<file path="src/srb_pkg.sv">
package srb_pkg;
	localparam int SEG_COUNT = 4;
	localparam int SEG_WIDTH = 128;
	localparam int EMPTY_WIDTH = 4;
	localparam int SYNC_STAGES = 3;
	localparam int CLK_PERIOD_PS = 40000;
	localparam int PATH_RESET_MIN_PS = 5000;
	localparam int PATH_RESET_MIN_CYCLES =
		(PATH_RESET_MIN_PS + CLK_PERIOD_PS - 1) / CLK_PERIOD_PS;
	localparam logic SYNC_RESET_LEVEL = 1'h1;
	typedef logic [SEG_WIDTH-1:0] srb_seg_t;
	typedef logic [EMPTY_WIDTH-1:0] srb_empty_t;
endpackage

</file>
<file path="src/srb_reset_sync.sv">
`timescale 1ns/1ps
module srb_reset_sync
	import srb_pkg::*;
(
	input wire logic core_clk,
	input wire logic reset,
	input wire logic path_reset_pin,
	output logic path_reset_sync
);
	logic [SYNC_STAGES-1:0] stage;
	logic [SYNC_STAGES-1:0] next_stage;
	logic filtered;
	logic next_filtered;

	// three stages; level changes once stages two and three agree
	always_comb begin
		next_stage = {stage[SYNC_STAGES-2:0], path_reset_pin};
		next_filtered = filtered;
		if (stage[SYNC_STAGES-1] == stage[SYNC_STAGES-2]) begin
			next_filtered = stage[SYNC_STAGES-1];
		end
	end

	always_ff @(posedge core_clk) begin
		if (reset) begin
			stage <= {SYNC_STAGES{SYNC_RESET_LEVEL}};
			filtered <= SYNC_RESET_LEVEL;
		end else begin
			stage <= next_stage;
			filtered <= next_filtered;
		end
	end

	assign path_reset_sync = filtered;
endmodule

</file>
<file path="src/srb_rx_bus.sv">
`timescale 1ns/1ps
module srb_rx_bus
	import srb_pkg::*;
(
	input wire logic core_clk,
	input wire logic reset,
	input wire logic rx_path_reset,
	input wire logic tx_path_reset,
	output logic tx_path_reset_sync,
	input wire logic [SEG_COUNT-1:0] mac_seg_valid,
	input wire srb_seg_t mac_seg_data [SEG_COUNT],
	input wire logic [SEG_COUNT-1:0] mac_seg_first,
	input wire logic [SEG_COUNT-1:0] mac_seg_last,
	input wire logic [SEG_COUNT-1:0] mac_seg_bad,
	input wire srb_empty_t mac_seg_empty [SEG_COUNT],
	output logic [SEG_COUNT-1:0] rx_segment_valid,
	output srb_seg_t rx_segment_data [SEG_COUNT],
	output logic [SEG_COUNT-1:0] rx_segment_first,
	output logic [SEG_COUNT-1:0] rx_segment_last,
	output logic [SEG_COUNT-1:0] rx_segment_bad,
	output srb_empty_t rx_segment_empty_bytes [SEG_COUNT]
);
	localparam int SLOT_W = $clog2(SEG_COUNT) + 1;

	logic rx_reset_sync;
	logic hold;
	logic [SEG_COUNT-1:0] next_valid;
	srb_seg_t next_data [SEG_COUNT];
	logic [SEG_COUNT-1:0] next_first;
	logic [SEG_COUNT-1:0] next_last;
	logic [SEG_COUNT-1:0] next_bad;
	srb_empty_t next_empty [SEG_COUNT];

	// path resets brought into core_clk
	srb_reset_sync u_rx_reset_sync (
		.core_clk(core_clk),
		.reset(reset),
		.path_reset_pin(rx_path_reset),
		.path_reset_sync(rx_reset_sync)
	);

	srb_reset_sync u_tx_reset_sync (
		.core_clk(core_clk),
		.reset(reset),
		.path_reset_pin(tx_path_reset),
		.path_reset_sync(tx_path_reset_sync)
	);

	assign hold = reset | rx_reset_sync;

	// end-of-packet qualification
	function automatic logic ends_here(input logic valid, input logic last);
		ends_here = valid & last;
	endfunction

	// pack valid segments downward from slot zero
	always_comb begin
		logic [SLOT_W-1:0] slot;
		slot = '0;
		next_valid = '0;
		next_first = '0;
		next_last = '0;
		next_bad = '0;
		for (int s = 0; s < SEG_COUNT; s++) begin
			next_data[s] = '0;
			next_empty[s] = '0;
		end
		if (!hold) begin
			for (int i = 0; i < SEG_COUNT; i++) begin
				if (mac_seg_valid[i]) begin
					next_valid[slot[SLOT_W-2:0]] = 1'h1;
					next_data[slot[SLOT_W-2:0]] = mac_seg_data[i];
					next_first[slot[SLOT_W-2:0]] = mac_seg_first[i];
					next_last[slot[SLOT_W-2:0]] = mac_seg_last[i];
					next_bad[slot[SLOT_W-2:0]] =
						ends_here(1'h1, mac_seg_last[i]) & mac_seg_bad[i];
					if (ends_here(1'h1, mac_seg_last[i])) begin
						next_empty[slot[SLOT_W-2:0]] = mac_seg_empty[i];
					end
					slot = slot + SLOT_W'(1);
				end
			end
		end
	end

	// outputs launched on the rising edge
	always_ff @(posedge core_clk) begin
		if (hold) begin
			rx_segment_valid <= '0;
			rx_segment_first <= '0;
			rx_segment_last <= '0;
			rx_segment_bad <= '0;
			for (int s = 0; s < SEG_COUNT; s++) begin
				rx_segment_data[s] <= '0;
				rx_segment_empty_bytes[s] <= '0;
			end
		end else begin
			rx_segment_valid <= next_valid;
			rx_segment_first <= next_first;
			rx_segment_last <= next_last;
			rx_segment_bad <= next_bad;
			for (int s = 0; s < SEG_COUNT; s++) begin
				rx_segment_data[s] <= next_data[s];
				rx_segment_empty_bytes[s] <= next_empty[s];
			end
		end
	end

	// helper views for checks
	logic [SEG_COUNT-1:0] empty_set;
	logic [SEG_COUNT-1:0] data_set;
	always_comb begin
		for (int s = 0; s < SEG_COUNT; s++) begin
			empty_set[s] = |rx_segment_empty_bytes[s];
			data_set[s] = |rx_segment_data[s];
		end
	end

	// full cycle keeps every segment in its own slot
	for (genvar g = 0; g < SEG_COUNT; g++) begin : g_order

	end
endmodule

</file>
<file path="config.mk">
export PLATFORM = sky130hd
export DESIGN_NAME = srb_rx_bus
export DESIGN_NICKNAME = d
export VERILOG_FILES = /design/src/srb_pkg.sv /design/src/srb_reset_sync.sv /design/src/srb_rx_bus.sv
export SDC_FILE = /design/constraint.sdc
export NUM_CORES = 1
export LEC_CHECK = 0
export BUFFER_PORTS_ARGS = -buffer_cell sky130_fd_sc_hd__buf_2
export CAP_MARGIN = 5
export CELL_PAD_IN_SITES_DETAIL_PLACEMENT = 0
export CELL_PAD_IN_SITES_GLOBAL_PLACEMENT = 1
export CORE_AREA = 2 2 427 429
export CTS_CLUSTER_DIAMETER = 60
export DETAILED_ROUTE_END_ITERATION = 7
export DIE_AREA = 0 0 429 431
export GPL_ROUTABILITY_DRIVEN = 0
export PLACE_DENSITY_LB_ADDON = 0.1
export SYNTH_ARGS = -nofsm -noshare
export SYNTH_HDL_FRONTEND = slang
export SYNTH_SLANG_ARGS = --single-unit
</file>
<file path="constraint.sdc">
create_clock -name core_clk -period 4.1 [get_ports core_clk]
set_input_delay 1.025 -clock core_clk [delete_from_list [all_inputs] [get_ports core_clk]]
set_output_delay 1.025 -clock core_clk [all_outputs]
set_load 0.03 [all_outputs]
</file>
==> results of run 1 <==
critical path: stages:
cell      delay, ns
buf_8          0.12
inv_1          0.13
fa_1           0.77
nand2b_4       0.34
buf_12         0.28
a211oi_1       0.11
a211oi_1       0.48
layout make-up:
type / count / share of cell area, %
clock inverter: 55 / 1.78
antenna: 28 / 0.174
inverter: 4 / 0.0372
multi-input combinational: 2069 / 37.1
tap: 2370 / 7.35
timing repair buffer: 1285 / 19.1
sequential: 552 / 27.4
clock buffer: 126 / 7.08
cells in the mapped netlist (5+ instances only):
cell type	instances
and3b_1	131
dfxtp_1	552
a31oi_1	130
and2_1	8
o21ai_0	6
and4_1	5
nor2_1	5
a41oi_1	5
buf_4	16
buf_1	45
a22o_1	130
clkbuf_1	353
mux2i_1	9
o2111ai_1	396
o31ai_1	135
and3_1	131
o22ai_1	130
a211oi_1	270
buf_2	134
a21oi_1	265
nand4_1	268
nand2_1	9
or2_2	6
nand3_1	5
cells by family after synthesis:
group / after synthesis / synth area share (%)
AND/OR/NAND/NOR: 576 / 13.9
multiplexers: 9 / 0.319
buffers and inverters: 553 / 8.19
flip-flops: 552 / 39.2
adder cells (fa/ha/maj): 5 / 0.248
AO/OA/AOI/OAI: 1479 / 38.2
flip-flops by register name, summed over array words and instances (netlist names):
signal	cells
rx_segment_data	512
rx_segment_empty_bytes	16
rx_segment_bad	4
rx_segment_first	4
rx_segment_last	4
rx_segment_valid	4
u_rx_reset_sync.stage	3
u_tx_reset_sync.stage	3
u_rx_reset_sync.path_reset_sync	1
u_tx_reset_sync.path_reset_sync	1
stage by stage:
stage | utilization, % | area, um2 | hold slack [ns] | power [mW]
after floorplan | - | 28200 | 0.389 | 6.68
after global placement | 20.4 | 36700 | 0.398 | 8.19
after CTS | 22.4 | 40300 | 0.384 | 17.5
after global routing | 22.4 | 40300 | 0.419 | 17.9
after detailed placement | 20.4 | 36700 | 0.401 | 8.17
final | 22.4 | 40400 | 0.410 | 17.3
worst paths after layout:
check / end / depth (start not counted) / from / slack [ns]
setup / recovery: rx_segment_data[263] / 7 / mac_seg_valid[0] / 1.29
hold / removal: u_tx_reset_sync.stage[1] / 1 / u_tx_reset_sync.stage[0] / 0.41
setup reg to reg: rx_segment_empty_bytes[15] / 4 / u_rx_reset_sync.path_reset_sync / 2.11
hold reg to reg: u_tx_reset_sync.stage[1] / 1 / u_tx_reset_sync.stage[0] / 0.41
power groups by stage:
stage	Sequential [mW]	Clock, mW	Combinational [mW]
6_report	5.38	9.20	2.68
5_1_grt	5.38	9.68	2.82
4_1_cts	5.38	9.48	2.69
2_1_floorplan	5.50	0	1.18
3_5_place_dp	5.49	0	2.68
3_3_place_gp	5.49	0	2.70
cells in the final DEF, fill, tap and decap left out, types with 131 or more instances in the layout:
master	count
buf_2	1089
dfxtp_1	552
o2111ai_1	396
a211oi_1	270
nand4_1	268
a21oi_1	265
o31ai_1	135
buf_4	132
and3_1	131
and3b_1	131
per-layer routing:
| metal | part of all wire (%) | vias up | track usage (%) | wire (um) |
|---|---|---|---|---|
| met1 | 43 | 17600 | 29.4 | 97000 |
| met3 | 5.0 | 298 | 3.90 | 11200 |
| met2 | 48 | 1347 | 38.6 | 107000 |
| li1 | - | 14800 | - | - |
| met4 | 3.9 | 12 | 9.48 | 8690 |
| met5 | 0.029 | - | 0 | 64 |
==> results.json, run 1 <==
{
  "clock_skew_ns": 0.0177,
  "syn-instance-count": 3174,
  "powerDensity_nw_per_um2": 428,
  "setup_tns_ns": 0,
  "pwr-share-clk_pct": 53.3,
  "worst_pin_slew_ns": 1.08,
  "cts_max_level": 3,
  "ff_latch_area_um2": 11100,
  "area_growth_pct": 43.1,
  "maxCapViolations": 0,
  "finalWirelength_mm": 224,
  "antenna_found_initial": 54,
  "fin_nets": 4569,
  "switching_share_pct": 30.4,
  "ys.flop_type": "dfxtp_1",
  "p_switching_mw": 5.24,
  "root_buffer": "clkbuf_16",
  "setup_viol": 0,
  "synthDominantAreaCellType": "dfxtp_1",
  "dpl.cell_count": 6280,
  "leakagePower_nw": 16.3,
  "die_w_um": 429,
  "worstPathMaxFanout": 39,
  "grt_max_degree": 132,
  "relSlewSlack_pct": 28.2,
  "timing.final.crit_share_pct": 68.6,
  "fin_ws_ns": 1.29,
  "multi_input_area_um2": 15000,
  "worstPathArrival_ns": 3.38,
  "cts.sinks": 552,
  "power.share.combinational_pct": 15.5,
  "cts_resized": 0,
  "seqPwrFrac_pct": 31.2,
  "drive_gt1_share_pct": 36.3,
  "p_int_mw": 12.0,
  "grt_pass1_vias": 34500,
  "hold_violations": 0,
  "nFillCells": 20000,
  "timing.fmax_ghz": 0.356,
  "synth_area_leaders": "dfxtp_1, o2111ai_1, a211oi_1",
  "via_count": 34100,
  "slew_viol_final": 0,
  "vdd_drop_max_v": 0.000283,
  "crit_type": "input port to register",
  "finalCriticalPeriod_ns": 2.81,
  "core_um2": 180000,
  "ios": 1093,
  "ys_ff_latch": 552,
  "tritoncts": "yes",
  "wl_per_cell_um": 34.6,
  "drt_iter0_markers": 2567,
  "routed_via_density": 5.25,
  "seq_area_frac_synth_pct": 39.2,
  "synth-async-reset-ratio_pct": 0,
  "yosys.cell_types.count": 43,
  "synth_top_area_share_pct": 39.2,
  "dr.pass1.iters": 5,
  "synth-edff-count": 0,
  "rsz0062_at_grt": "false",
  "cts_setup_buffers": 0,
  "clk_latency_ns": 0.73,
  "synth_nets": 3727,
  "grt_usage_pct": 23.1,
  "syn_area_per_cell_um2": 8.89,
  "fin_cells": 6489,
  "cts_max_path_buffers": 3,
  "ant_nets": 0,
  "status": "complete, no violations",
  "row_count": 156,
  "cts_hold_buffers": 0,
  "cp.required_ns": 4.67,
  "die_h_um": 431,
  "synth_area_um2": 28200,
  "cp-start-kind": "input port",
  "cts_buffers": 104,
  "port_buffers": 1092,
  "cts.clk_slew.worst_paths_ns": 0.05,
  "grt_overflow": 0,
  "yosysWarnings": 0,
  "critPathCaptureType": "register",
  "start_util_pct": 15.7,
  "drc": 0,
  "place.detailed.hpwl_mm": 157,
  "min_path_type": "register to register",
  "grt_first_pass_wirelength_mm": 306,
  "dieArea_um2": 185000,
  "post-place-ws_ns": 0.560
}
(Power assumes the default switching activity.)
==> run 2, diff against run 1 <==
==> constraint.sdc (replaced) <==
create_clock -name core_clk -period 2.6 [get_ports core_clk]
set_input_delay 0.65 -clock core_clk [delete_from_list [all_inputs] [get_ports core_clk]]
set_output_delay 0.65 -clock core_clk [all_outputs]
set_load 0.03 [all_outputs]
==> run 2 against run 1 <==
  * Via count grew 2.2%
  * Count of clock-buffer cells in the layout grew 1
  * Non-clock buffer count grew 236
  * Power grew 65%
  * Clock power grew 65%
  * Global-route usage shrank 0.27 points
  * Wire length shrank 1.2%
  * Setup slack lost 0.85 ns
  * Critical path depth shrank 6
  * Design area grew 8.0%
  * Utilization grew 1.8 points
  * First-iteration DRC count grew 10%
  * Critical path type is now register to primary output
  * Largest cell class unchanged
==> results.json, run 2 (synthesis results as in run 1) <==
{
  "crit_type": "register to primary output",
  "root_buffer": "clkbuf_16",
  "fin_nets": 4806,
  "dpl.cell_count": 6514,
  "layout_common_cells": "buf_2, dfxtp_1, o2111ai_1, buf_4, nand4_1",
  "final_core_util_pct": 24.2,
  "post-place-ws_ns": -0.236,
  "multi_input_area_um2": 15300,
  "rsz0062_at_grt": "false",
  "antenna_found_initial": 38,
  "switching_share_pct": 30.3,
  "slew_viol_final": 0,
  "drt_iter0_markers": 2828,
  "hold_slack_ns": 0.204,
  "largest-register": "rx_segment_data",
  "ff_latch_area_um2": 11100,
  "ant_nets": 0,
  "die_w_um": 429,
  "setup_viol": 0,
  "cp.required_ns": 1.95,
  "cts_max_path_buffers": 3,
  "maxCapViolations": 0,
  "hold_violations": 0,
  "p_int_mw": 19.8,
  "grt_first_pass_wirelength_mm": 303,
  "routed_via_density": 5.18,
  "finalWirelength_mm": 222,
  "cp_cell_sequence": "buf_2",
  "cts_buffers": 105,
  "vdd_drop_max_v": 0.000471,
  "cp_top_family": "flip-flops",
  "worstPathArrival_ns": 1.51,
  "clk_latency_ns": 0.75,
  "row_count": 156,
  "tritoncts": "yes",
  "fin_cells": 6726,
  "p_switching_mw": 8.63,
  "via_count": 34800,
  "powerDensity_nw_per_um2": 653,
  "grt_pass1_vias": 35400,
  "pwr-share-clk_pct": 53.4,
  "grt_usage_pct": 22.8,
  "clock_skew_ns": 0.0385,
  "port_buffers": 1092,
  "start_util_pct": 15.7,
  "cts.clk_slew.worst_paths_ns": 0.06,
  "nFillCells": 19800,
  "setup_tns_ns": 0,
  "area_growth_pct": 54.5,
  "critPathCaptureType": "primary output",
  "cts_setup_buffers": 0,
  "worstPathMaxFanout": 1,
  "cpMaxStageDelayCell": "dfxtp_1",
  "worst_pin_slew_ns": 0.696,
  "power.share.combinational_pct": 16.8,
  "place.detailed.hpwl_mm": 163,
  "cts_resized": 0,
  "cp-start-kind": "register",
  "timing.final.crit_share_pct": 83.0,
  "path_buf_inv": 1,
  "max_stage_delay_ns": 0.51,
  "relSlewSlack_pct": 53.6,
  "largestRegisters": "rx_segment_data: 512 flops, rx_segment_empty_bytes: 16 flops",
  "status": "complete, no violations",
  "core_um2": 180000,
  "fin_ws_ns": 0.442,
  "finalCriticalPeriod_ns": 2.16,
  "timing.fmax_ghz": 0.463,
  "grt_max_degree": 86,
  "final_common_cell": "buf_2",
  "leakagePower_nw": 17.9,
  "wl_per_cell_um": 32.9,
  "drive_gt1_share_pct": 41.3,
  "cts_hold_buffers": 2,
  "dr.pass1.iters": 5,
  "grt_overflow": 0,
  "dieArea_um2": 185000,
  "drc": 0,
  "largest_reg_flops": 512,
  "die_h_um": 431,
  "min_path_type": "input port to register",
  "ios": 1093,
  "cts.sinks": 552,
  "seqPwrFrac_pct": 29.8,
  "cts_max_level": 3
}
run 2: cell types whose count changed in the layout (fill, tap and decap cells not counted), sizes merged:
cell	change
dlygate4sd3	+2
clkbuf	+1
bufinv	+3
clkinvlp	-1
inv	+9
diode	-14
clkinv	+3
buf	+234
run 2: layout make-up:
type | count | area share, %
sequential | 552 | 25.4
antenna | 14 | 0.0804
multi-input combinational | 2069 | 35.1
tap | 2370 | 6.80
timing repair buffer | 1521 | 23.9
clock inverter | 69 | 2.15
clock buffer | 127 | 6.57
inverter | 4 | 0.0402
run 2: path summary, 6_finish.rpt:
| check | startpoint | endpoint | slack [ns] | depth (start not counted) |
|---|---|---|---|---|
| setup / recovery | rx_segment_last[3] | rx_segment_last[3] | 0.44 | 1 |
| hold / removal | mac_seg_data[74] | rx_segment_data[202] | 0.20 | 3 |
| setup reg to reg | u_rx_reset_sync.path_reset_sync | rx_segment_data[508] | 0.64 | 4 |
| hold reg to reg | u_rx_reset_sync.stage[0] | u_rx_reset_sync.stage[1] | 0.41 | 1 |
run 2: worst reg2reg max path, cell delays in order, from the launching register on:
cell and delay (ns):
dfxtp_1 0.35, or2_4 0.47, buf_4 0.34, o31ai_1 0.53
buf_4 0.20
run 2: metrics by stage:
| step | power [mW] | cell area [um2] |
|---|---|---|
| 2_1_floorplan | 10.7 | 29000 |
| 3_3_place_gp | 13.5 | 39700 |
| 3_5_place_dp | 13.4 | 39700 |
| 4_1_cts | 28.9 | 43500 |
| 5_1_grt | 29.4 | 43600 |
| 6_report | 28.4 | 43600 |
run 2: power by group through the flow:
| stage | registers [mW] | clock network, mW | logic (mW) |
|---|---|---|---|
| 5_1_grt | 8.47 | 15.9 | 5.03 |
| 6_report | 8.48 | 15.2 | 4.78 |
| 2_1_floorplan | 8.67 | 0 | 2.07 |
| 3_5_place_dp | 8.66 | 0 | 4.78 |
| 3_3_place_gp | 8.66 | 0 | 4.82 |
| 4_1_cts | 8.48 | 15.6 | 4.80 |
run 2: per-layer routing:
layer,global-route usage (%),vias up,wire [um],share of wire [%]
met5,0,-,93,0.042
met4,8.39,18,8020,3.6
met3,3.24,324,9920,4.5
met2,39.2,1434,109000,49
met1,29.0,17800,94600,43
li1,-,15300,-,-
